$ cat src/rtl/rtc_periodic_pkg.sv
// Shared constants and types for the periodic interrupt and status block.
package rtc_periodic_pkg;

   // Core clock rate in hertz (4 ns period).
   localparam int CLOCK_HZ = 250_000_000;
   // One quarter of a second, in milliseconds, and in core cycles.
   localparam int QUARTER_SECOND_MS = 250;
   localparam int QUARTER_CYCLES = CLOCK_HZ / 1000 * QUARTER_SECOND_MS;
   // Lag of the second increment behind the pulse falling edge.
   localparam int INC_DELAY_US = 92;
   localparam int INC_DELAY_CYCLES = CLOCK_HZ / 1_000_000 * INC_DELAY_US;
   // Largest period change made by one adjustment step, in ns and cycles.
   localparam int ADJ_MAX_NS = 3_784_000;
   localparam int ADJ_MAX_CYCLES = CLOCK_HZ / 1_000_000 * ADJ_MAX_NS / 1000;
   // Cycles per unit of the adjustment magnitude (63 units reach the maximum).
   localparam int ADJ_STEP_CYCLES = ADJ_MAX_CYCLES / 63;
   // Adjustment intervals in seconds, selected by the step select bit.
   localparam logic [5:0] ADJ_FINE_PERIOD_S = 6'h14;
   localparam logic [5:0] ADJ_COARSE_PERIOD_S = 6'h3c;
   // Last value of the seconds counter before it wraps.
   localparam logic [5:0] SECONDS_LAST = 6'h3b;

   // Register indices; the byte address is four times the index.
   localparam logic [3:0] SECONDS_IDX = 4'h0;
   localparam logic [3:0] ADJUST_IDX = 4'h7;
   localparam logic [3:0] CONTROL_ONE_IDX = 4'he;
   localparam logic [3:0] CONTROL_STATUS_TWO_IDX = 4'hf;

   // Field positions.
   localparam int TEST_BIT = 3;
   localparam int THRESHOLD_BIT = 7;
   localparam int LOW_VOLTAGE_BIT = 6;
   localparam int OSC_STATUS_BIT = 5;
   localparam int POWER_ON_BIT = 4;
   localparam int SPARE_ONE_BIT = 3;
   localparam int PERIODIC_FLAG_BIT = 2;
   localparam int ADJ_STEP_BIT = 7;
   localparam int ADJ_SIGN_BIT = 6;

   // Reset values.
   localparam logic [7:0] CONTROL_RESET = 8'h00;
   localparam logic POWER_ON_RESET = 1'b1;
   localparam logic OSC_STATUS_RESET = 1'b0;

   // Periodic output modes.
   typedef enum logic [2:0] {
      MODE_OFF = 3'b000,
      MODE_FIXED_LOW = 3'b001,
      MODE_PULSE_2HZ = 3'b010,
      MODE_PULSE_1HZ = 3'b011,
      MODE_EVERY_SECOND = 3'b100,
      MODE_EVERY_MINUTE = 3'b101,
      MODE_EVERY_HOUR = 3'b110,
      MODE_EVERY_MONTH = 3'b111
   } periodic_mode_t;

   // Bus slave states.
   typedef enum logic [0:0] {
      BUS_IDLE = 1'b0,
      BUS_WAIT = 1'b1
   } bus_state_t;

endpackage : rtc_periodic_pkg

$ cat src/rtl/level_sync.sv
// Two flip-flop synchroniser for a group of asynchronous levels.
`timescale 1ns/100ps
module level_sync #(
   parameter int WIDTH = 1
) (
   input wire logic clock,
   input wire logic rst,
   input wire logic [WIDTH-1:0] async_in,
   output logic [WIDTH-1:0] sync_out
);

   // First stage, read only by the second stage.
   logic [WIDTH-1:0] stage_one;

   // Both stages clear on reset and then follow the pins.
   always_ff @(posedge clock)
   begin
      if (rst)
      begin
         stage_one <= '0;
         sync_out <= '0;
      end
      else
      begin
         stage_one <= async_in;
         sync_out <= stage_one;
      end
   end

endmodule : level_sync

$ cat src/rtl/subsecond_divider.sv
// Sub-second divider that splits each second into four equal quarters.
`timescale 1ns/100ps
module subsecond_divider #(
   parameter int QUARTER = 62_500_000,
   parameter int CW = 27
) (
   input wire logic clock,
   input wire logic rst,
   input wire logic clear,
   input wire logic stretch,
   input wire logic hurry,
   output logic [CW-1:0] count,
   output logic [1:0] quarter
);

   // Sum one bit wider than the count so the wrap test cannot overflow.
   logic [CW:0] next_count;

   // Step by two while hurrying, by one otherwise.
   always_comb
   begin
      next_count = {1'b0, count} + (hurry ? (CW+1)'(2) : (CW+1)'(1));
   end

   // Clear restarts the second; stretch holds; wrap steps the quarter.
   always_ff @(posedge clock)
   begin
      if (rst || clear)
      begin
         count <= '0;
         quarter <= 2'h0;
      end
      else if (!stretch)
      begin
         if (next_count >= (CW+1)'(QUARTER))
         begin
            count <= CW'(next_count - (CW+1)'(QUARTER));
            quarter <= quarter + 2'h1;
         end
         else
         begin
            count <= CW'(next_count);
         end
      end
   end

endmodule : subsecond_divider

$ cat src/rtl/rtc_periodic_irq.sv
// Periodic interrupt generator and control/status registers on AHB-Lite.
//
// Summary of operation
// - Test bit: 0 normal, 1 test mode.
// - Code 000 output high; 001 output low.
// - Codes 010/011 give 2 Hz/1 Hz square waves.
// - Second increments 92 us after pulse falls.
// - Seconds write clears divider; pulse output low.
// - Codes 1xx: each second, minute, hour, month.
// - Level output falls with the second increment.
// - Brief low after select write; check flag.
// - Adjustment shifts period every 20/60 s, 3.784 ms.
// - Threshold select: 0 is 2.1 V, 1 is 1.35 V.
// - Low-voltage flag sticks, monitor stopped, until cleared.
// - Writing 0 clears flag, restarts monitor; 1 ignored.
// - Oscillator status read/write; halt forces and keeps 0.
// - Power-on flag sets at power-up, stays set.
// - Power-on flag zeroes control bits, stops output.
// - Power-on flag clears only on writing 0.
// - Spare bit stores writes; zeroed by power-on flag.
// - Select in control one bits 2:0, test bit 3.
// - Periodic flag mirrors low output; write 0 releases.
`timescale 1ns/100ps
module rtc_periodic_irq
   import rtc_periodic_pkg::*;
#(
   parameter int QUARTER = rtc_periodic_pkg::QUARTER_CYCLES,
   parameter int INC_DELAY = rtc_periodic_pkg::INC_DELAY_CYCLES,
   parameter int ADJ_STEP = rtc_periodic_pkg::ADJ_STEP_CYCLES
) (
   input wire logic clock,
   input wire logic rst,
   input wire logic hsel,
   input wire logic [31:0] haddr,
   input wire logic [1:0] htrans,
   input wire logic hwrite,
   input wire logic [2:0] hsize,
   input wire logic [31:0] hwdata,
   input wire logic hready,
   output logic hreadyout,
   output logic [31:0] hrdata,
   output logic hresp,
   input wire logic supply_below_high,
   input wire logic supply_below_low,
   input wire logic osc_halt_sense,
   input wire logic power_up_detect,
   input wire logic minute_is_zero,
   input wire logic hour_is_zero,
   input wire logic day_is_first,
   output logic irq_out_n,
   output logic supply_threshold_select,
   output logic monitor_enable,
   output logic test_mode,
   output logic adjust_step_select,
   output logic second_tick
);

   import rtc_periodic_pkg::*;

   // Divider and stall counter widths.
   localparam int CW = $clog2(QUARTER + 2);
   localparam int SW = $clog2(63 * ADJ_STEP + 1);

   ////////////////////////////////////////////////////////////////////////////
   // Declarations.

   bus_state_t state; // Bus slave state.
   logic p_write; // Pending transfer is a write.
   logic p_hit; // Pending address lies in the register window.
   logic [3:0] p_idx; // Pending register index.
   logic wr_en; // Write strobe during the wait cycle, the first data-phase cycle.
   logic [7:0] wdata; // Written byte.
   logic [7:0] control_one; // Select, test bit and plain storage bits.
   logic [7:0] adjust; // Oscillation adjustment register.
   logic [5:0] seconds; // Seconds counter, binary 0 to 59.
   logic supply_threshold; // Threshold select bit.
   logic low_voltage_flag; // Sticky low-voltage flag.
   logic osc_running_status; // Oscillator status bit.
   logic power_on_flag; // Power-on flag.
   logic spare_bit_one; // Scratch bit.
   logic level_latch; // Level-mode request held until released.
   logic [3:0] pins; // Synchronised analog and sense pins.
   logic [CW-1:0] div_count; // Count within the current quarter.
   logic [1:0] quarter; // Quarter of the second.
   logic [SW-1:0] stall; // Remaining adjustment cycles.
   logic second_inc; // Seconds counter increments this cycle.
   logic level_event; // Level-mode interrupt moment.
   logic periodic_low; // Wanted output state, high meaning asserted.
   logic [7:0] read_mux; // Read data for the pending index.
   periodic_mode_t periodic_select; // Decoded select field.
   logic wr_seconds, wr_adjust, wr_one, wr_two; // Per-register write strobes.

   ////////////////////////////////////////////////////////////////////////////
   // Bus slave: one wait state on every transfer, always OKAY.

   // Writes land at the end of the wait cycle, with hwdata valid.
   always_comb
   begin
      wdata = hwdata[7:0];
      wr_en = (state == BUS_WAIT) && p_write && p_hit;
      wr_seconds = wr_en && (p_idx == SECONDS_IDX);
      wr_adjust = wr_en && (p_idx == ADJUST_IDX);
      wr_one = wr_en && (p_idx == CONTROL_ONE_IDX);
      wr_two = wr_en && (p_idx == CONTROL_STATUS_TWO_IDX);
   end

   // Address phase capture and ready handshake.
   always_ff @(posedge clock)
   begin
      if (rst)
      begin
         state <= BUS_IDLE;
         hreadyout <= 1'b1;
         p_write <= 1'b0;
         p_hit <= 1'b0;
         p_idx <= 4'h0;
      end
      else
      begin
         case (state)
            BUS_IDLE:
            begin
               if (hsel && htrans[1] && hready)
               begin
                  state <= BUS_WAIT;
                  hreadyout <= 1'b0;
                  p_write <= hwrite;
                  p_hit <= (haddr[31:6] == 26'h0) && (haddr[1:0] == 2'h0);
                  p_idx <= haddr[5:2];
               end
            end
            default:
            begin
               state <= BUS_IDLE;
               hreadyout <= 1'b1;
            end
         endcase
      end
   end

   // Read multiplexer; unmapped words and alarm bits read zero.
   always_comb
   begin
      if (!p_hit)
         read_mux = 8'h00;
      else if (p_idx == SECONDS_IDX)
         read_mux = {2'h0, seconds};
      else if (p_idx == ADJUST_IDX)
         read_mux = adjust;
      else if (p_idx == CONTROL_ONE_IDX)
         read_mux = control_one;
      else if (p_idx == CONTROL_STATUS_TWO_IDX)
         read_mux = {supply_threshold, low_voltage_flag, osc_running_status,
                     power_on_flag, spare_bit_one, !irq_out_n, 2'h0};
      else
         read_mux = 8'h00;
   end

   // Read data registered at the end of the wait cycle; response always OKAY.
   always_ff @(posedge clock)
   begin
      if (rst)
      begin
         hrdata <= 32'h0;
         hresp <= 1'b0;
      end
      else if (state == BUS_WAIT && !p_write)
      begin
         hrdata <= {24'h0, read_mux};
      end
   end

   ////////////////////////////////////////////////////////////////////////////
   // Control registers; the power-on flag holds all but itself and the oscillator status at zero.

   // Control one: select field, test bit and storage bits.
   always_ff @(posedge clock)
   begin
      if (rst || power_on_flag)
         control_one <= CONTROL_RESET;
      else if (wr_one)
         control_one <= wdata;
   end

   // Adjustment register.
   always_ff @(posedge clock)
   begin
      if (rst || power_on_flag)
         adjust <= CONTROL_RESET;
      else if (wr_adjust)
         adjust <= wdata;
   end

   // Threshold select and spare bit.
   always_ff @(posedge clock)
   begin
      if (rst || power_on_flag)
      begin
         supply_threshold <= 1'b0;
         spare_bit_one <= 1'b0;
      end
      else if (wr_two)
      begin
         supply_threshold <= wdata[THRESHOLD_BIT];
         spare_bit_one <= wdata[SPARE_ONE_BIT];
      end
   end

   // Power-on flag: set by reset or the power-up pin, cleared by writing 0.
   always_ff @(posedge clock)
   begin
      if (rst)
         power_on_flag <= POWER_ON_RESET;
      else if (pins[3])
         power_on_flag <= 1'b1;
      else if (wr_two && !wdata[POWER_ON_BIT])
         power_on_flag <= 1'b0;
   end

   // Oscillator status: free read/write, a sensed halt wins and forces 0.
   always_ff @(posedge clock)
   begin
      if (rst)
         osc_running_status <= OSC_STATUS_RESET;
      else if (pins[2])
         osc_running_status <= 1'b0;
      else if (wr_two)
         osc_running_status <= wdata[OSC_STATUS_BIT];
   end

   ////////////////////////////////////////////////////////////////////////////
   // Supply monitor.

   level_sync #(.WIDTH(4)) u_sync (
      .clock(clock),
      .rst(rst),
      .async_in({power_up_detect, osc_halt_sense, supply_below_low, supply_below_high}),
      .sync_out(pins)
   );

   // Flag sets on the selected comparator while monitoring; sensing wins.
   always_ff @(posedge clock)
   begin
      if (rst || power_on_flag)
         low_voltage_flag <= 1'b0;
      else if (monitor_enable && (supply_threshold ? pins[1] : pins[0]))
         low_voltage_flag <= 1'b1;
      else if (wr_two && !wdata[LOW_VOLTAGE_BIT])
         low_voltage_flag <= 1'b0;
   end

   // Pin-level outputs; the monitor stops while the flag is set.
   always_ff @(posedge clock)
   begin
      if (rst)
      begin
         monitor_enable <= 1'b0;
         supply_threshold_select <= 1'b0;
         test_mode <= 1'b0;
         adjust_step_select <= 1'b0;
      end
      else
      begin
         monitor_enable <= !low_voltage_flag;
         supply_threshold_select <= supply_threshold;
         test_mode <= control_one[TEST_BIT];
         adjust_step_select <= adjust[ADJ_STEP_BIT];
      end
   end

   ////////////////////////////////////////////////////////////////////////////
   // Time base: divider, seconds and oscillation adjustment.

   subsecond_divider #(.QUARTER(QUARTER), .CW(CW)) u_div (
      .clock(clock),
      .rst(rst),
      .clear(wr_seconds),
      .stretch((stall != '0) && !adjust[ADJ_SIGN_BIT]),
      .hurry((stall != '0) && adjust[ADJ_SIGN_BIT]),
      .count(div_count),
      .quarter(quarter)
   );

   // The increment trails the start of the second by the fixed lag.
   always_comb
   begin
      second_inc = (quarter == 2'h0) && (div_count == CW'(INC_DELAY));
      periodic_select = periodic_mode_t'(control_one[2:0]);
      case (periodic_select)
         MODE_EVERY_SECOND: level_event = second_inc;
         MODE_EVERY_MINUTE: level_event = second_inc && (seconds == SECONDS_LAST);
         MODE_EVERY_HOUR: level_event = second_inc && (seconds == SECONDS_LAST)
                                        && minute_is_zero;
         MODE_EVERY_MONTH: level_event = second_inc && (seconds == SECONDS_LAST)
                                         && minute_is_zero && hour_is_zero && day_is_first;
         default: level_event = 1'b0;
      endcase
   end

   // Seconds counter; a write loads it and restarts the second.
   always_ff @(posedge clock)
   begin
      if (rst)
         seconds <= 6'h0;
      else if (wr_seconds)
         seconds <= wdata[5:0];
      else if (second_inc)
         seconds <= (seconds == SECONDS_LAST) ? 6'h0 : seconds + 6'h1;
   end

   // Adjustment: every 20 or 60 s the next second is lengthened or shortened.
   always_ff @(posedge clock)
   begin
      if (rst || wr_seconds)
         stall <= '0;
      else if (second_inc && (adjust[5:0] != 6'h0)
               && ((6'(seconds + 6'h1) % (adjust[ADJ_STEP_BIT] ? ADJ_COARSE_PERIOD_S
                                                             : ADJ_FINE_PERIOD_S)) == 6'h0))
         stall <= SW'(adjust[5:0]) * SW'(ADJ_STEP);
      else if (stall != '0)
         stall <= stall - SW'(1);
   end

   ////////////////////////////////////////////////////////////////////////////
   // Periodic output.

   // Level request: set wins over a release written in the same cycle.
   always_ff @(posedge clock)
   begin
      if (rst || !periodic_select[2])
         level_latch <= 1'b0;
      else if (level_event)
         level_latch <= 1'b1;
      else if (wr_two && !wdata[PERIODIC_FLAG_BIT])
         level_latch <= 1'b0;
   end

   // Wanted output per mode; the pulse falls at the start of the second.
   always_comb
   begin
      case (periodic_select)
         MODE_OFF: periodic_low = 1'b0;
         MODE_FIXED_LOW: periodic_low = 1'b1;
         MODE_PULSE_2HZ: periodic_low = !quarter[0];
         MODE_PULSE_1HZ: periodic_low = !quarter[1];
         default: periodic_low = level_latch;
      endcase
   end

   // Output and tick flops; power-on flag forces the output off.
   always_ff @(posedge clock)
   begin
      if (rst)
      begin
         irq_out_n <= 1'b1;
         second_tick <= 1'b0;
      end
      else
      begin
         irq_out_n <= !(periodic_low && !power_on_flag);
         second_tick <= second_inc;
      end
   end
endmodule : rtc_periodic_irq

$ cat config.mk
export PLATFORM = sky130hd
export DESIGN_NAME = rtc_periodic_irq
export DESIGN_NICKNAME = d
export VERILOG_FILES = /design/src/rtl/rtc_periodic_pkg.sv /design/src/rtl/level_sync.sv /design/src/rtl/subsecond_divider.sv /design/src/rtl/rtc_periodic_irq.sv
export SDC_FILE = /design/constraint.sdc
export NUM_CORES = 1
export LEC_CHECK = 0
export ABC_AREA = 1
export BUFFER_PORTS_ARGS = -buffer_cell sky130_fd_sc_hd__buf_2
export CELL_PAD_IN_SITES_DETAIL_PLACEMENT = 0
export CELL_PAD_IN_SITES_GLOBAL_PLACEMENT = 2
export CORE_MARGIN = 2
export CORE_UTILIZATION = 29
export CTS_CLUSTER_SIZE = 28
export DETAILED_ROUTE_END_ITERATION = 12
export PLACE_DENSITY = 0.82
export SLEW_MARGIN = 20
export SYNTH_ARGS = -nofsm -noshare
export SYNTH_HDL_FRONTEND = slang
export SYNTH_HIERARCHICAL = 1
export SYNTH_SLANG_ARGS = --single-unit
$ cat constraint.sdc
create_clock -name clock -period 4 [get_ports clock]
set_input_delay 0.2 -clock clock [delete_from_list [all_inputs] [get_ports clock]]
set_output_delay 0.2 -clock clock [all_outputs]
set_load 0.01 [all_outputs]
After elaboration in Yosys (flattened, before gate mapping)
Index checks and enable logic that the tools add are counted.
- register bits after elaboration: 106
- input port bits: 81
- output and inout bits: 40
- logic and storage cells: 125
- divide/modulo/power cells: 1
- reduce and logical (&&, ||, !) cells: 56
- order comparisons: 1
- multipliers: 1
- mux-type cells: 21
- equality and inequality tests: 12
- add/subtract/negate cells: 5
- bitwise gates (word level): 2
- operators by type and width (cell ; number):
    2-to-1 mux 20 bit ; 2
    2-to-1 mux 8 bit ; 5
    adder 26 x 2 -> 27 bit ; 1
    >= comparator 27 x 26 -> 1 bit, second input constant ; 1
    equality test 26 x 15 -> 1 bit, second input constant ; 1
    zero test 26 bit ; 1
    2-to-1 mux 26 bit ; 1
    subtractor 26 bit, second input constant ; 1
    logical AND 1 bit ; 24
    2-to-1 mux 6 bit ; 4
    multiplier 6 x 14 -> 20 bit, second input constant ; 1
    nonzero test 20 bit ; 1
    subtractor 20 x 1 -> 20 bit, second input constant ; 1
    equality test 3 bit, second input constant ; 4
    zero test 1 bit ; 12
    equality test 4 bit, second input constant ; 2
    case mux 1 bit (4 select lines) ; 2
    nonzero test 2 bit ; 4
    adder 6 x 1 -> 6 bit, second input constant ; 1
    equality test 3 x 2 -> 1 bit, second input constant ; 2
    equality test 6 bit, second input constant ; 1
    zero test 6 bit ; 1
    modulo 6 x 6 -> 6 bit ; 1
    2-to-1 mux 1 bit ; 6
    12 further kinds ; 19

Longest topological paths before layout
Gate-level depths: netlist of the first run.
- word-level depth: 8
- depth in mapped cells: 33
- gate-level depth less buffers: 32

Hierarchy
Netlist of the first run, hierarchy kept.
- modules (own cells, without submodules) (module ; area each (sq um) ; sequential area each (sq um) ; instances ; cells each):
    rtc_periodic_irq ; 5582.9 ; 1401.3 ; 1 ; 764
    subsecond_divider ; 2701.3 ; 560.5 ; 1 ; 506
    level_sync ; 231.5 ; 160.2 ; 1 ; 25

Least setup slack after synthesis of the first run
No wires, ideal clock.
- kind: reg2reg
- start point: reg stall[0]
- end point: reg u_div.count[16]
- required time: 3.891 ns
- path buffers: 1
- cell stages (with the launch flop): 34
- path slack: 0.266 ns
- arrival time: 3.625 ns
- clock period less this slack: 3.734 ns
- setup time: 0.109 ns
- cells stage by stage: dfxtp_1 -> inv_1 -> ha_1 -> nand2_1 -> nor2_4 -> nand4_1 -> nor2_1 -> nand4_2 -> nand2_1 -> inv_1 -> inv_1 -> ha_1 -> fa_1 -> nand2_1 -> nor2_4 -> nand2_1 -> nand2_1 -> nand2_1 -> ha_1 -> inv_1 -> nand3_1 -> nand3_2 -> nand2_1 -> nand2_1 -> nand2_2 -> nand3b_4 -> nand2_2 -> nand2_4 -> buf_6 -> nand2_1 -> nand2_1 -> nand3_1 -> nand2_1 -> inv_1
- word-level cells in the longest chain between the ends: 6
- elaborated cells between the ends (all ways): 8
- classes of those cells: 2 x add/sub; 1 x order compare; 2 x mux; 3 x reduce/logical
- RTL lines (what ; line ; text):
    start, declared ; rtc_periodic_irq.sv:85 ; logic [SW-1:0] stall;
    start signal, assigned ; rtc_periodic_irq.sv:319 ; stall <= SW'(adjust[5:0]) * SW'(ADJ_STEP);
    start signal, assigned ; rtc_periodic_irq.sv:321 ; stall <= stall - SW'(1);
    nonzero test 20 bit (*) ; rtc_periodic_irq.sv:278, rtc_periodic_irq.sv:279 ;
    logical AND 1 bit ; rtc_periodic_irq.sv:279 ; .hurry((stall != '0) && adjust[ADJ_SIGN_BIT]),
    2-to-1 mux 2 bit ; subsecond_divider.sv:22 ; next_count = {1'b0, count} + (hurry ? (CW+1)'(2) : (CW+1)'(1));
    adder 26 x 2 -> 27 bit ; subsecond_divider.sv:22 ;
    subtractor 26 bit / >= comparator 27 x 26 -> 1 bit (equally long branches) ; subsecond_divider.sv:37, subsecond_divider.sv:35 ;
    2-to-1 mux 26 bit ; subsecond_divider.sv:35 ; if (next_count >= (CW+1)'(QUARTER))
    end signal, assigned ; subsecond_divider.sv:37 ; count <= CW'(next_count - (CW+1)'(QUARTER));
    end signal, assigned ; subsecond_divider.sv:42 ; count <= CW'(next_count);
    end, declared ; subsecond_divider.sv:12 ; output logic [CW-1:0] count,
Every way passes the cells marked *; elsewhere a longest branch is shown, timed or not.
A chain may end at the register's enable or synchronous reset.

Worst setup path after layout of the first run
- start point: reg adjust[0]
- end point: reg stall[17]
- word-level cells in the longest chain between the ends: 4
- elaborated cells between the ends (all ways): 6
- classes of those cells: 1 x mul; 1 x mux; 4 x reduce/logical
- RTL lines (what ; line ; text):
    start, declared ; rtc_periodic_irq.sv:74 ; logic [7:0] adjust;
    start signal, assigned ; rtc_periodic_irq.sv:191 ; adjust <= wdata;
    branches (longest 4 deep; another with multiplier 6 x 14 -> 20 bit) ; n/a ;
Parallel ways; which one is timed is not known.

==> reports/metrics.yaml, run 1 <==
cts.sinks: 106
postRouteAntennaNets: 0
num_rows: 62
route.met2.wl_um: 12400
hold_end: "u_sync/stage_one[0]"
drv_slew: 0
crit_buf_inv: 2
htreeDepth: 3
critPathMaxStageDelay_ns: 0.60
arrival_ns: 4.08
drv_cap: 0
fin_skew_ns: 0.0192
ys_ff_latch: 106
area_growth_pct: 19.0
leakagePower_nw: 4.80
wl_met1_um: 12100
fp.dieH_um: 175
overflow: 0
hold_viol: 0
slew_headroom_pct: 38.3
worstMarginPinSlew_ns: 0.925
synth_area_leaders: "dfxtp_1 (25%), nand2_1 (14%), inv_1 (8.3%)"
top_layer_used: "met4"
routed_wl_um: 25700
hold_start: "supply_below_high"
yosysWarnings: 6
setup_viol: 0
seq_area_frac_synth_pct: 24.9
nets: 1575
antenna_cells: 0
path_clk_slew_ns: 0.09
io_pins: 121
clk_path_buf_depth: 2
holdPathStages: 3
clock_latency_ns: 0.38
cp_max_fo: 4
syn_inst: 1295
power_mw: 4.62
antenna_found_initial: 0
slowest_stage: "fa_1"
r2r-start: "adjust[0]"
met3RoutedLength_um: 712
synth_cell_types: 53
hpwl_um: 20300
avgSynthCellArea_um2: 6.58
numCtsBuffers: 9
drcViolationCount: 0
synth_edf_count: 0
die-width_um: 175
critPathLaunchType: "flop"
synth_flop_cell: "dfxtp_1"
fin_area_um2: 10100
crit_family: "adder cells"
cts_hold_buf: 0
place_congestion: 0.839
crit_chain: "inv_1, fa_1, fa_1, fa_1, inv_1, ha_1, nand2_1, o21ai_0, nand3b_1, nand2_1, nand2_1, xor2_1, nand3_1, a21oi_2"
ys_async_sr_fraction_pct: 0
wl_per_cell_um: 14.2
synth_common_cells: "nand2_1 (309), inv_1 (188), nor2_1 (145), dfxtp_1 (106), nand3_1 (90)"
hold_class: "input pin to flop"
grt_max_degree: 36
viasPerCell: 4.59
critical_path_required_ns: 4.31
cts_tree: "yes"
vias: 8314
synth_top_area_share_pct: 24.9
ff2ff_path_depth: 14
vdd_drop_max_mv: 0.328
netlist_area_um2: 8520
initial_utilization_pct: 29.6
drive_gt1_share_pct: 18.1
reg2reg_to: "stall[17]"
yosys.area.top_type: "dfxtp_1"
first_global_vias: 7889
rsz0062_at_grt: "yes"
p_per_area_nw_per_um2: 456
status: "complete, no violations"
yosysMostFrequentCell: "nand2_1"
fmax_ghz: 0.266
finalCriticalPeriod_ns: 3.76
die_area_um2: 30800
worst_setup_path_end_kind: "flop"
grt_pass1_wl_um: 40900
place_area_um2: 9570
drt_pass1_iterations: 5
critPathKind: "flop to flop"
drt_iter0_drc: 400
numPortBuffers: 67
r2r_slack_ns: 0.24
clockRootBuffer: "clkbuf_16"
gr-usage-all-layers_pct: 16.8
core_um2: 28800
finalCritPeriodShare_pct: 94.1
[state kept, by name (all words and copies together) (netlist names), 2 cells and up]
register / flops
adjust: 8
control_one: 8
hrdata: 8
p_idx: 4
seconds: 6
stall: 20
u_div/count: 26
u_div/quarter: 2
u_sync/stage_one: 4
u_sync/sync_out: 4
[cells by family (layout without fill, tap and decap cells)]
| group | after synthesis | count (layout) | share of synthesized area, % |
|---|---|---|---|
| AOI/OAI and AO/OA | 196 | 196 | 13.0 |
| DFF | 106 | 106 | 24.9 |
| adders and majority gates | 71 | 71 | 11.9 |
| xor gates and xnor gates | 33 | 33 | 3.39 |
| other | 1 | 25 | 0.0440 |
| buffers and inverters | 243 | 352 | 12.5 |
| and+or+nand+nor | 645 | 645 | 34.1 |
[repair_timing]
item / in CTS / in global routing
gates resized for setup: 6 / 40
cloned: 0 / 2
setup buffers: 2 / 6
pin swaps: 3 / 16
endpoints found under the setup margin: 16 / 24
[per-layer routing]
layer  GRT usage [%]  vias up
li1                -     4391
met1            21.8     3806
met2            28.8       93
met3            2.25       24
met4            4.97        0
met5               0        -
[through the flow]
step | hold slack (ns) | util (%) | setup TNS [ns] | instances | setup slack, ns
6_report | 0.0195 | 35.2 | 0 | 1812 | 0.236
3_5_place_dp | 0.396 | 33.3 | -0.857 | 1786 | -0.102
4_1_cts | 0.00882 | 34.5 | 0 | 1804 | 0.00725
5_1_grt | 0.0169 | 35.2 | -0.0868 | 1812 | -0.0365
2_1_floorplan | 0.307 | - | 0 | 1319 | 0.266
3_3_place_gp | 0.386 | 33.3 | 0 | 1786 | 0.00444
[how the worst max path moves through the flow]
stage | from | to | slack, ns | depth (start not counted)
after floorplan | stall[0] | u_div/count[16] | 0.27 | 33
after global placement | stall[0] | u_div/count[13] | 0.004 | 33
after detailed placement | stall[0] | u_div/count[13] | -0.10 | 33
after CTS | stall[0] | u_div/count[13] | 0.007 | 33
after global routing | stall[0] | u_div/count[13] | -0.04 | 29
final | adjust[0] | stall[17] | 0.24 | 14
[report_power, final]
group	switching (mW)	internal, mW
Sequential	0.279	1.26
Clock	0.511	0.455
Combinational	1.22	0.892
Total	2.01	2.61
[tightest hold or removal path, delay by kind of cell]
kind,cells,cell delay [ns]
buf+inv,2,0.10
simple gates,1,0.06
[cell type report]
cell class / instances / area (um^2)
timing repair buffer: 140 / 935
sequential: 106 / 2120
tap: 384 / 480
clock inverter: 7 / 88.8
multi-input combinational: 970 / 5540
clock buffer: 9 / 225
inverter: 196 / 738
fill: 3206 / 18600
[layout by cell type, fill, tap and decap left out, types with 9 or more instances in the layout]
cell and instances:
a21oi_1 79, dfxtp_1 104, nand3_1 88, nor4_1 12
inv_1 185, nand2_2 18, o21ai_0 60, conb_1 25
xor2_1 25, fa_1 16, nor2_2 20, a21oi_2 9
nand4_1 25, buf_4 69, nor2_1 135, nand2_4 9
ha_1 51, buf_2 67, nand2_1 295, clkbuf_16 11
o21ai_1 12
Power figures use the tool's default switching activity.
==> run 2: changes to the inputs <==
- ABC_AREA: 1 -> unset
- CORE_UTILIZATION: 29 -> 31
- PLACE_DENSITY: 0.82 -> 0.81
- SKIP_LAST_GASP: unset -> 1
==> run 2 against run 1 <==
  * The run now ends with setup timing left
  * Via count down 4.9%
  * Clock-buffer cell count unchanged
  * Clock power down 3.0%
  * Combinational power down 94%
  * Power down 54%
  * Critical endpoint is now u_div/count[12]
==> reports/metrics.yaml, run 2 <==
status: "finished with violations"  # was complete, no violations
violations: "setup timing"
numPortBuffers: 67  # unchanged
area_growth_pct: 24.7  # was 19.0%
cp_max_fo: 7  # was 4
antenna_cells: 0  # unchanged
reg2reg_to: "u_div/count[12]"  # was stall[17]
ys_async_sr_fraction_pct: 0  # unchanged
drv_slew: 0  # unchanged
ys_ff_latch: 106  # unchanged
cts_hold_buf: 0  # unchanged
path_clk_slew_ns: 0.09  # about the same
final_cell_mix: "buf_4 (131), nor2_1 (113), dfxtp_1 (101)"  # was nand2_1 (295), inv_1 (185), nor2_1 (135)
finalWorstSetupSlack_ns: -0.765  # was 0.236 ns
largestRegisters: "u_div/count x26, stall x20"  # unchanged
crit_chain: "or4_4, or3_4, nor3_4, nor2b_4, inv_2, ha_4, fa_2, and2_4, nand3_4, xor2_2, ha_2, nor2b_2, o21ai_1, o41ai_2, nor3b_2, o21ai_2, a211oi_2, or4_4, buf_6, nand2_8, a21oi_1, or4_1, a21oi_1"  # was inv_1, fa_1, fa_1, fa_1, inv_1, ha_1, nand2_1, o21ai_0, nand3b_1, nand2_1, nand2_1, xor2_1, nand3_1, a21oi_2
hold_class: "input pin to flop"  # unchanged
final_common_cell: "buf_4"  # was nand2_1
syn_inst: 1059  # was 1295
netlist_area_um2: 8410  # was 8520 um^2
drive_gt1_share_pct: 24.3  # was 18.1%
vdd_drop_max_mv: 0.212  # was 0.328 mV
critPathLaunchType: "flop"  # unchanged
cts_tree: "yes"  # unchanged
core_um2: 26800  # was 28800 um^2
holdPathStages: 2  # was 3
hold_start: "supply_below_low"  # was supply_below_high
fmax_ghz: 0.210  # was 0.266 GHz
vias: 7907  # was 8314
htreeDepth: 3  # unchanged
p_per_area_nw_per_um2: 204  # was 456 nW/um^2
drv_cap: 0  # unchanged
synth_flop_cell: "dfxtp_1"  # unchanged
gr-usage-all-layers_pct: 17.0  # was 16.8%
grt_max_degree: 38  # was 36
synth_top_area_share_pct: 25.2  # was 24.9%
slew_headroom_pct: 34.4  # was 38.3%
routed_wl_um: 23900  # was 25700 um
arrival_ns: 5.06  # was 4.08 ns
leakagePower_nw: 4.61  # was 4.80 nW
overflow: 0  # unchanged
grt_pass1_wl_um: 39400  # was 40900 um
yosysMostFrequentCell: "nor2_1"  # was nand2_1
top_register: "u_div/count"  # unchanged
drt_pass1_iterations: 5  # unchanged
synth_edf_count: 0  # unchanged
fp.dieH_um: 169  # was 175 um
hold_ws_ns: 0.0452  # was 0.0195 ns
antenna_found_initial: 0  # unchanged
die_area_um2: 28500  # was 30800 um^2
synth_area_leaders: "dfxtp_1 (25%), ha_1 (8.0%), mux2i_1 (5.5%)"  # was dfxtp_1 (25%), nand2_1 (14%), inv_1 (8.3%)
tns_ns: -15.02  # was 0 ns
avgSynthCellArea_um2: 7.94  # was 6.58 um^2
clockRootBuffer: "clkbuf_16"  # unchanged
first_global_vias: 7701  # was 7889
hold_viol: 0  # unchanged
ff2ff_path_depth: 23  # was 14
rsz0062_at_grt: "yes"  # unchanged
nets: 1371  # was 1575
fill_cells: 2777  # was 3206
cts.sinks: 106  # unchanged
critical_path_required_ns: 4.30  # was 4.31 ns
drt_iter0_drc: 515  # was 400
postRouteAntennaNets: 0  # unchanged
io_pins: 121  # unchanged
finalCritPeriodShare_pct: 119  # was 94.1%
synth_common_cells: "nor2_1 (118), dfxtp_1 (106), nand2_1 (70), a21oi_1 (61), inv_1 (58)"  # was nand2_1 (309), inv_1 (188), nor2_1 (145), dfxtp_1 (106), nand3_1 (90)
r2r-start: "stall[13]"  # was adjust[0]
clk_path_buf_depth: 2  # unchanged
die-width_um: 169  # was 175 um
clock_latency_ns: 0.37  # was 0.38 ns
hpwl_um: 18400  # was 20300 um
num_rows: 60  # was 62
critPathKind: "flop to flop"  # unchanged
hold_end: "u_sync/stage_one[1]"  # was u_sync/stage_one[0]
synth_cell_types: 78  # was 53
fin_skew_ns: 0.0140  # was 0.0192 ns
largest_reg_flops: 26  # unchanged
setup_viol: 23  # was 0
numCtsBuffers: 9  # unchanged
worst_setup_path_end_kind: "flop"  # unchanged
r2r_slack_ns: -0.76  # was 0.24 ns
seq_area_frac_synth_pct: 25.2  # was 24.9%
viasPerCell: 5.05  # was 4.59
yosys.area.top_type: "dfxtp_1"  # unchanged
wl_per_cell_um: 15.3  # was 14.2 um
critPathMaxStageDelay_ns: 0.54  # was 0.60 ns
yosysWarnings: 6  # unchanged
finalCriticalPeriod_ns: 4.76  # was 3.76 ns
initial_utilization_pct: 31.4  # was 29.6%
drcViolationCount: 0  # unchanged
slowest_stage: "or4_4"  # was fa_1
worstMarginPinSlew_ns: 0.982  # was 0.925 ns
place_congestion: 0.854  # was 0.839
-- run 2: power by group --
group	leakage, nW	total, mW	internal (mW)	switching [mW]
Sequential	0.860	1.08	1.07	0.0149
Combinational	3.60	0.124	0.0520	0.0722
Clock	0.148	0.937	0.450	0.487
Total	4.61	2.14	1.57	0.574
-- run 2: layer usage --
metal	routed length [um]	share of wire [%]	GRT usage, %	vias up
met3	818	3.4	2.41	9
met5	0	0	0	-
met4	144	0.60	3.11	0
li1	-	-	-	4031
met1	11600	48	23.3	3731
met2	11400	48	28.8	136
-- run 2: area by class of cell --
| cell class | count | area (um^2) | share of cell area (%) |
|---|---|---|---|
| well taps | 341 | 427 | 4.07 |
| repair buffers | 208 | 1440 | 13.7 |
| clock inverters | 7 | 82.6 | 0.788 |
| clock buffers | 9 | 225 | 2.15 |
| multi-input cells | 836 | 5960 | 56.9 |
| inverters | 58 | 218 | 2.08 |
| flip-flops and latches | 106 | 2130 | 20.3 |
-- run 2: how the worst max path moves through the flow --
stage	start	to	slack, ns	cells past startpoint
after global routing	stall[13]	u_div/count[12]	-0.97	23
final	stall[13]	u_div/count[12]	-0.76	23
after detailed placement	stall[16]	u_div/count[20]	-1.05	23
after CTS	stall[13]	u_div/count[13]	-0.77	23
after global placement	stall[16]	u_div/count[12]	-0.92	23
after floorplan	stall[16]	u_div/count[15]	-1.21	28
-- run 2: worst max-delay path, delay by kind of cell, from the launching register on --
| kind | cells | cell delay [ns] |
|---|---|---|
| buf+inv | 2 | 0.22 |
| xor+xnor | 1 | 0.17 |
| flops | 1 | 0.32 |
| fa+ha+maj | 3 | 0.58 |
| simple gates | 11 | 2.78 |
| compound gates | 6 | 0.63 |
-- run 2: through the flow --
stage / power, mW / cell area [um^2] / util (%) / cells / setup slack, ns
after floorplan: 1.18 / 8620 / - / 1083 / -1.21
after global placement: 1.22 / 9850 / 36.8 / 1535 / -0.920
after detailed placement: 1.22 / 9850 / 36.8 / 1535 / -1.05
after CTS: 2.18 / 10400 / 38.7 / 1563 / -0.773
after global routing: 2.23 / 10500 / 39.1 / 1565 / -0.974
final: 2.14 / 10500 / 39.1 / 1565 / -0.765
-- run 2: repair_timing --
item,in CTS,in global routing
buffers inserted,13,3
endpoints found under the setup margin,23,26
pin swaps,29,13
gates resized for setup,28,24
-- run 2: cell families after synthesis --
kind of cell               Yosys count  synth area share (%)
DFF                                106                  25.2
and+or+nand+nor                    415                  25.5
AOI/OAI and AO/OA                  218                  17.2
other                                1                0.0446
xor gates and xnor gates            60                  6.25
muxes                               47                  5.61
adders and majority gates           71                  12.1
buffers and inverters              141                  8.02
==> run 3: changes to the inputs <==
- CELL_PAD_IN_SITES_DETAIL_PLACEMENT: 0 -> unset
- CELL_PAD_IN_SITES_GLOBAL_PLACEMENT: 2 -> unset
- CORE_UTILIZATION: 31 -> 53
- PLACE_DENSITY: 0.81 -> 0.82
==> run 3 against run 2 <==
  * The run still ends with setup timing left
  * Worst hold slack better by 0.0078 ns
  * First-iteration DRC count is 37% higher
  * Clock-buffer cell count is 2 higher
  * Die area is 41% lower
  * Clock power is 2% higher
  * Sequential cell count stayed put
  * Sequential power hardly changed
  * Non-clock buffer count is 24 lower
  * Critical path type unchanged
  * Critical endpoint unchanged
  * Largest cell class unchanged
  * Highest routed layer unchanged
==> reports/metrics.yaml, run 3 (synthesis gave the netlist of run 2 again) <==
final_common_cell: "nor2_1"  # was buf_4
drcViolationCount: 0  # unchanged
die_area_um2: 16900  # was 28500 um^2
overflow: 0  # unchanged
largestRegisters: "u_div/count x26, stall x20"  # unchanged
fill_cells: 1234  # was 2777
p_per_area_nw_per_um2: 213  # was 204 nW/um^2
postRouteAntennaNets: 0  # unchanged
switching_share_pct: 24.4  # was 26.8%
antenna_cells: 0  # unchanged
arrival_ns: 5.13  # was 5.06 ns
clockRootBuffer: "clkbuf_16"  # unchanged
hold_viol: 0  # unchanged
htreeDepth: 3  # unchanged
clk_path_buf_depth: 2  # unchanged
power_switching_uw: 525  # was 574 uW
finalWorstSetupSlack_ns: -0.841  # was -0.765 ns
reg2reg_to: "u_div/count[12]"  # unchanged
path_clk_slew_ns: 0.07  # was 0.09 ns
fp.dieH_um: 130  # was 169 um
numCtsBuffers: 9  # unchanged
internal_power_mw: 1.63  # was 1.57 mW
drt_pass1_iterations: 6  # was 5
r2r_slack_ns: -0.84  # was -0.76 ns
clock_latency_ns: 0.36  # was 0.37 ns
hold_class: "input pin to flop"  # unchanged
num_rows: 46  # was 60
area_growth_pct: 20.2  # was 24.7%
violations: "setup timing"  # unchanged
leakagePower_nw: 4.51  # was 4.61 nW
p_comb_share_pct: 5.5  # was 5.8%
core_um2: 15700  # was 26800 um^2
place_area_um2: 9540  # was 9850 um^2
critPathLaunchType: "flop"  # unchanged
cp-endpoint: "u_div/count[12]"  # unchanged
io_pins: 121  # unchanged
initial_utilization_pct: 53.5  # was 31.4%
finalCritPeriodShare_pct: 121  # was 119%
cts_tree: "yes"  # unchanged
worstMarginPinSlew_ns: 1.12  # was 0.982 ns
critical_path_required_ns: 4.29  # was 4.30 ns
drv_cap: 0  # unchanged
cts.sinks: 106  # unchanged
ff2ff_path_depth: 22  # was 23
status: "finished with violations"  # unchanged
die-width_um: 130  # was 169 um
antenna_found_initial: 0  # unchanged
p_clk_share_pct: 44.3  # was 43.8%
first_global_vias: 7514  # was 7701
drt_iter0_drc: 708  # was 515
wl_per_cell_um: 16.4  # was 15.3 um
vdd_drop_max_mv: 0.187  # was 0.212 mV
slew_headroom_pct: 25.3  # was 34.4%
power_mw: 2.15  # was 2.14 mW
numPortBuffers: 67  # unchanged
grt_max_degree: 43  # was 38
critical_path.startpoint: "stall[16]"  # was stall[13]
viasPerCell: 5.83  # was 5.05
fmax_ghz: 0.207  # was 0.210 GHz
seqPwrFrac_pct: 50.2  # was 50.4%
vias: 8256  # was 7907
grt_pass1_wl_um: 36000  # was 39400 um
gr-usage-all-layers_pct: 26.4  # was 17.0%
nets: 1348  # was 1371
finalCriticalPeriod_ns: 4.84  # was 4.76 ns
setup_viol: 23  # unchanged
place_congestion: 0.993  # was 0.854
drv_slew: 0  # unchanged
drive_gt1_share_pct: 22.8  # was 24.3%
fin_area_um2: 10100  # was 10500 um^2
worst_setup_path_end_kind: "flop"  # unchanged
final_cells: 1417  # was 1565
hold_ws_ns: 0.0530  # was 0.0452 ns
r2r-start: "stall[16]"  # was stall[13]
fin_skew_ns: 0.0105  # was 0.0140 ns
routed_wl_um: 23200  # was 23900 um
largest_reg_flops: 26  # unchanged
rsz0062_at_grt: "yes"  # unchanged
cts_hold_buf: 0  # unchanged
dp_cells: 1389  # was 1535
hpwl_um: 16700  # was 18400 um
cp_max_fo: 8  # was 7
critPathKind: "flop to flop"  # unchanged
top_register: "u_div/count"  # unchanged
final_cell_mix: "nor2_1 (116), buf_4 (113), dfxtp_1 (105)"  # was buf_4 (131), nor2_1 (113), dfxtp_1 (101)
-- run 3: cell types whose count changed in the layout (fill, tap and decap cells not counted), moves of 2 or more --
cell and change:
a21oi_4 -4, nor2_1 +3, dfxtp_2 -4, inv_8 -2, buf_4 -18, nor2_4 -2
a21oi_2 +8, a21oi_1 -4, clkinv_8 -2, dfxtp_1 +4, buf_6 -6
-- run 3: worst min-delay path by stage --
| stage | from | end | slack (ns) | depth (start not counted) |
|---|---|---|---|---|
| 6_report | supply_below_low | u_sync/stage_one[1] | 0.05 | 2 |
| 5_1_grt | osc_halt_sense | u_sync/stage_one[2] | 0.06 | 2 |
| 4_1_cts | supply_below_high | u_sync/stage_one[0] | 0.04 | 2 |
| 3_5_place_dp | u_sync/sync_out[2] | osc_running_status | 0.38 | 1 |
| 3_3_place_gp | u_sync/sync_out[2] | osc_running_status | 0.38 | 1 |
| 2_1_floorplan | rst | u_sync/stage_one[0] | 0.27 | 1 |
-- run 3: what timing repair did --
item,4_1_cts,5_1_grt
endpoints found under the setup margin,23,37
buffers inserted,10,2
resized for setup,15,24
pin swaps,13,9
cloned,0,1
-- run 3: worst max-delay path, cell delays in order, from the launching register on --
cell and delay (ns):
dfxtp_2 0.32, or4_4 0.54, or3_4 0.43, nor3_4 0.19, nor2b_4 0.08, inv_2 0.07
ha_4 0.13, fa_2 0.24, and2_4 0.17, nand3_4 0.07, xor2_2 0.19, ha_4 0.20
buf_6 0.12, o41ai_4 0.25, nor3b_2 0.10, o21ai_2 0.15, a211oi_2 0.10, or4_4 0.53
buf_6 0.15, nand2_8 0.08, a21oi_2 0.05, or4_4 0.48, a21oi_2 0.14
-- run 3: power by group through the flow --
stage / Clock (mW) / Sequential [mW] / Combinational, mW
after floorplan: 0 / 1.10 / 0.0848
after global placement: 0 / 1.10 / 0.110
after detailed placement: 0 / 1.11 / 0.113
after CTS: 0.960 / 1.08 / 0.115
after global routing: 1.00 / 1.08 / 0.129
final: 0.953 / 1.08 / 0.118
-- run 3: per-layer routing --
| metal | vias to the layer above | share of wire (%) | GRT usage (%) | routed length (um) |
|---|---|---|---|---|
| li1 | 4002 | - | - | - |
| met1 | 3886 | 42 | 33.3 | 9750 |
| met5 | - | 0 | 0 | 0 |
| met4 | 0 | 2.3 | 8.92 | 527 |
| met3 | 51 | 5.9 | 4.92 | 1370 |
| met2 | 317 | 50 | 45.4 | 11500 |
-- run 3: stage by stage --
stage | setup TNS (ns) | utilization [%] | setup slack (ns)
CTS | -16.08 | 63.5 | -0.764
floorplan | -24.26 | - | -1.21
detailed placement | -20.82 | 60.7 | -1.02
global route | -20.93 | 64.4 | -1.03
finish | -16.80 | 64.4 | -0.841
global placement | -16.63 | 60.7 | -0.827
-- run 3: final cells by class --
class / instances / area [um^2] / area share [%]
Multi-Input combinational cell: 837 / 5950 / 58.9
Sequential cell: 106 / 2120 / 21.0
Timing Repair Buffer: 184 / 1240 / 12.2
Tap cell: 216 / 270 / 2.67
Clock buffer: 11 / 243 / 2.40
Inverter: 58 / 218 / 2.15
Clock inverter: 5 / 67.6 / 0.668
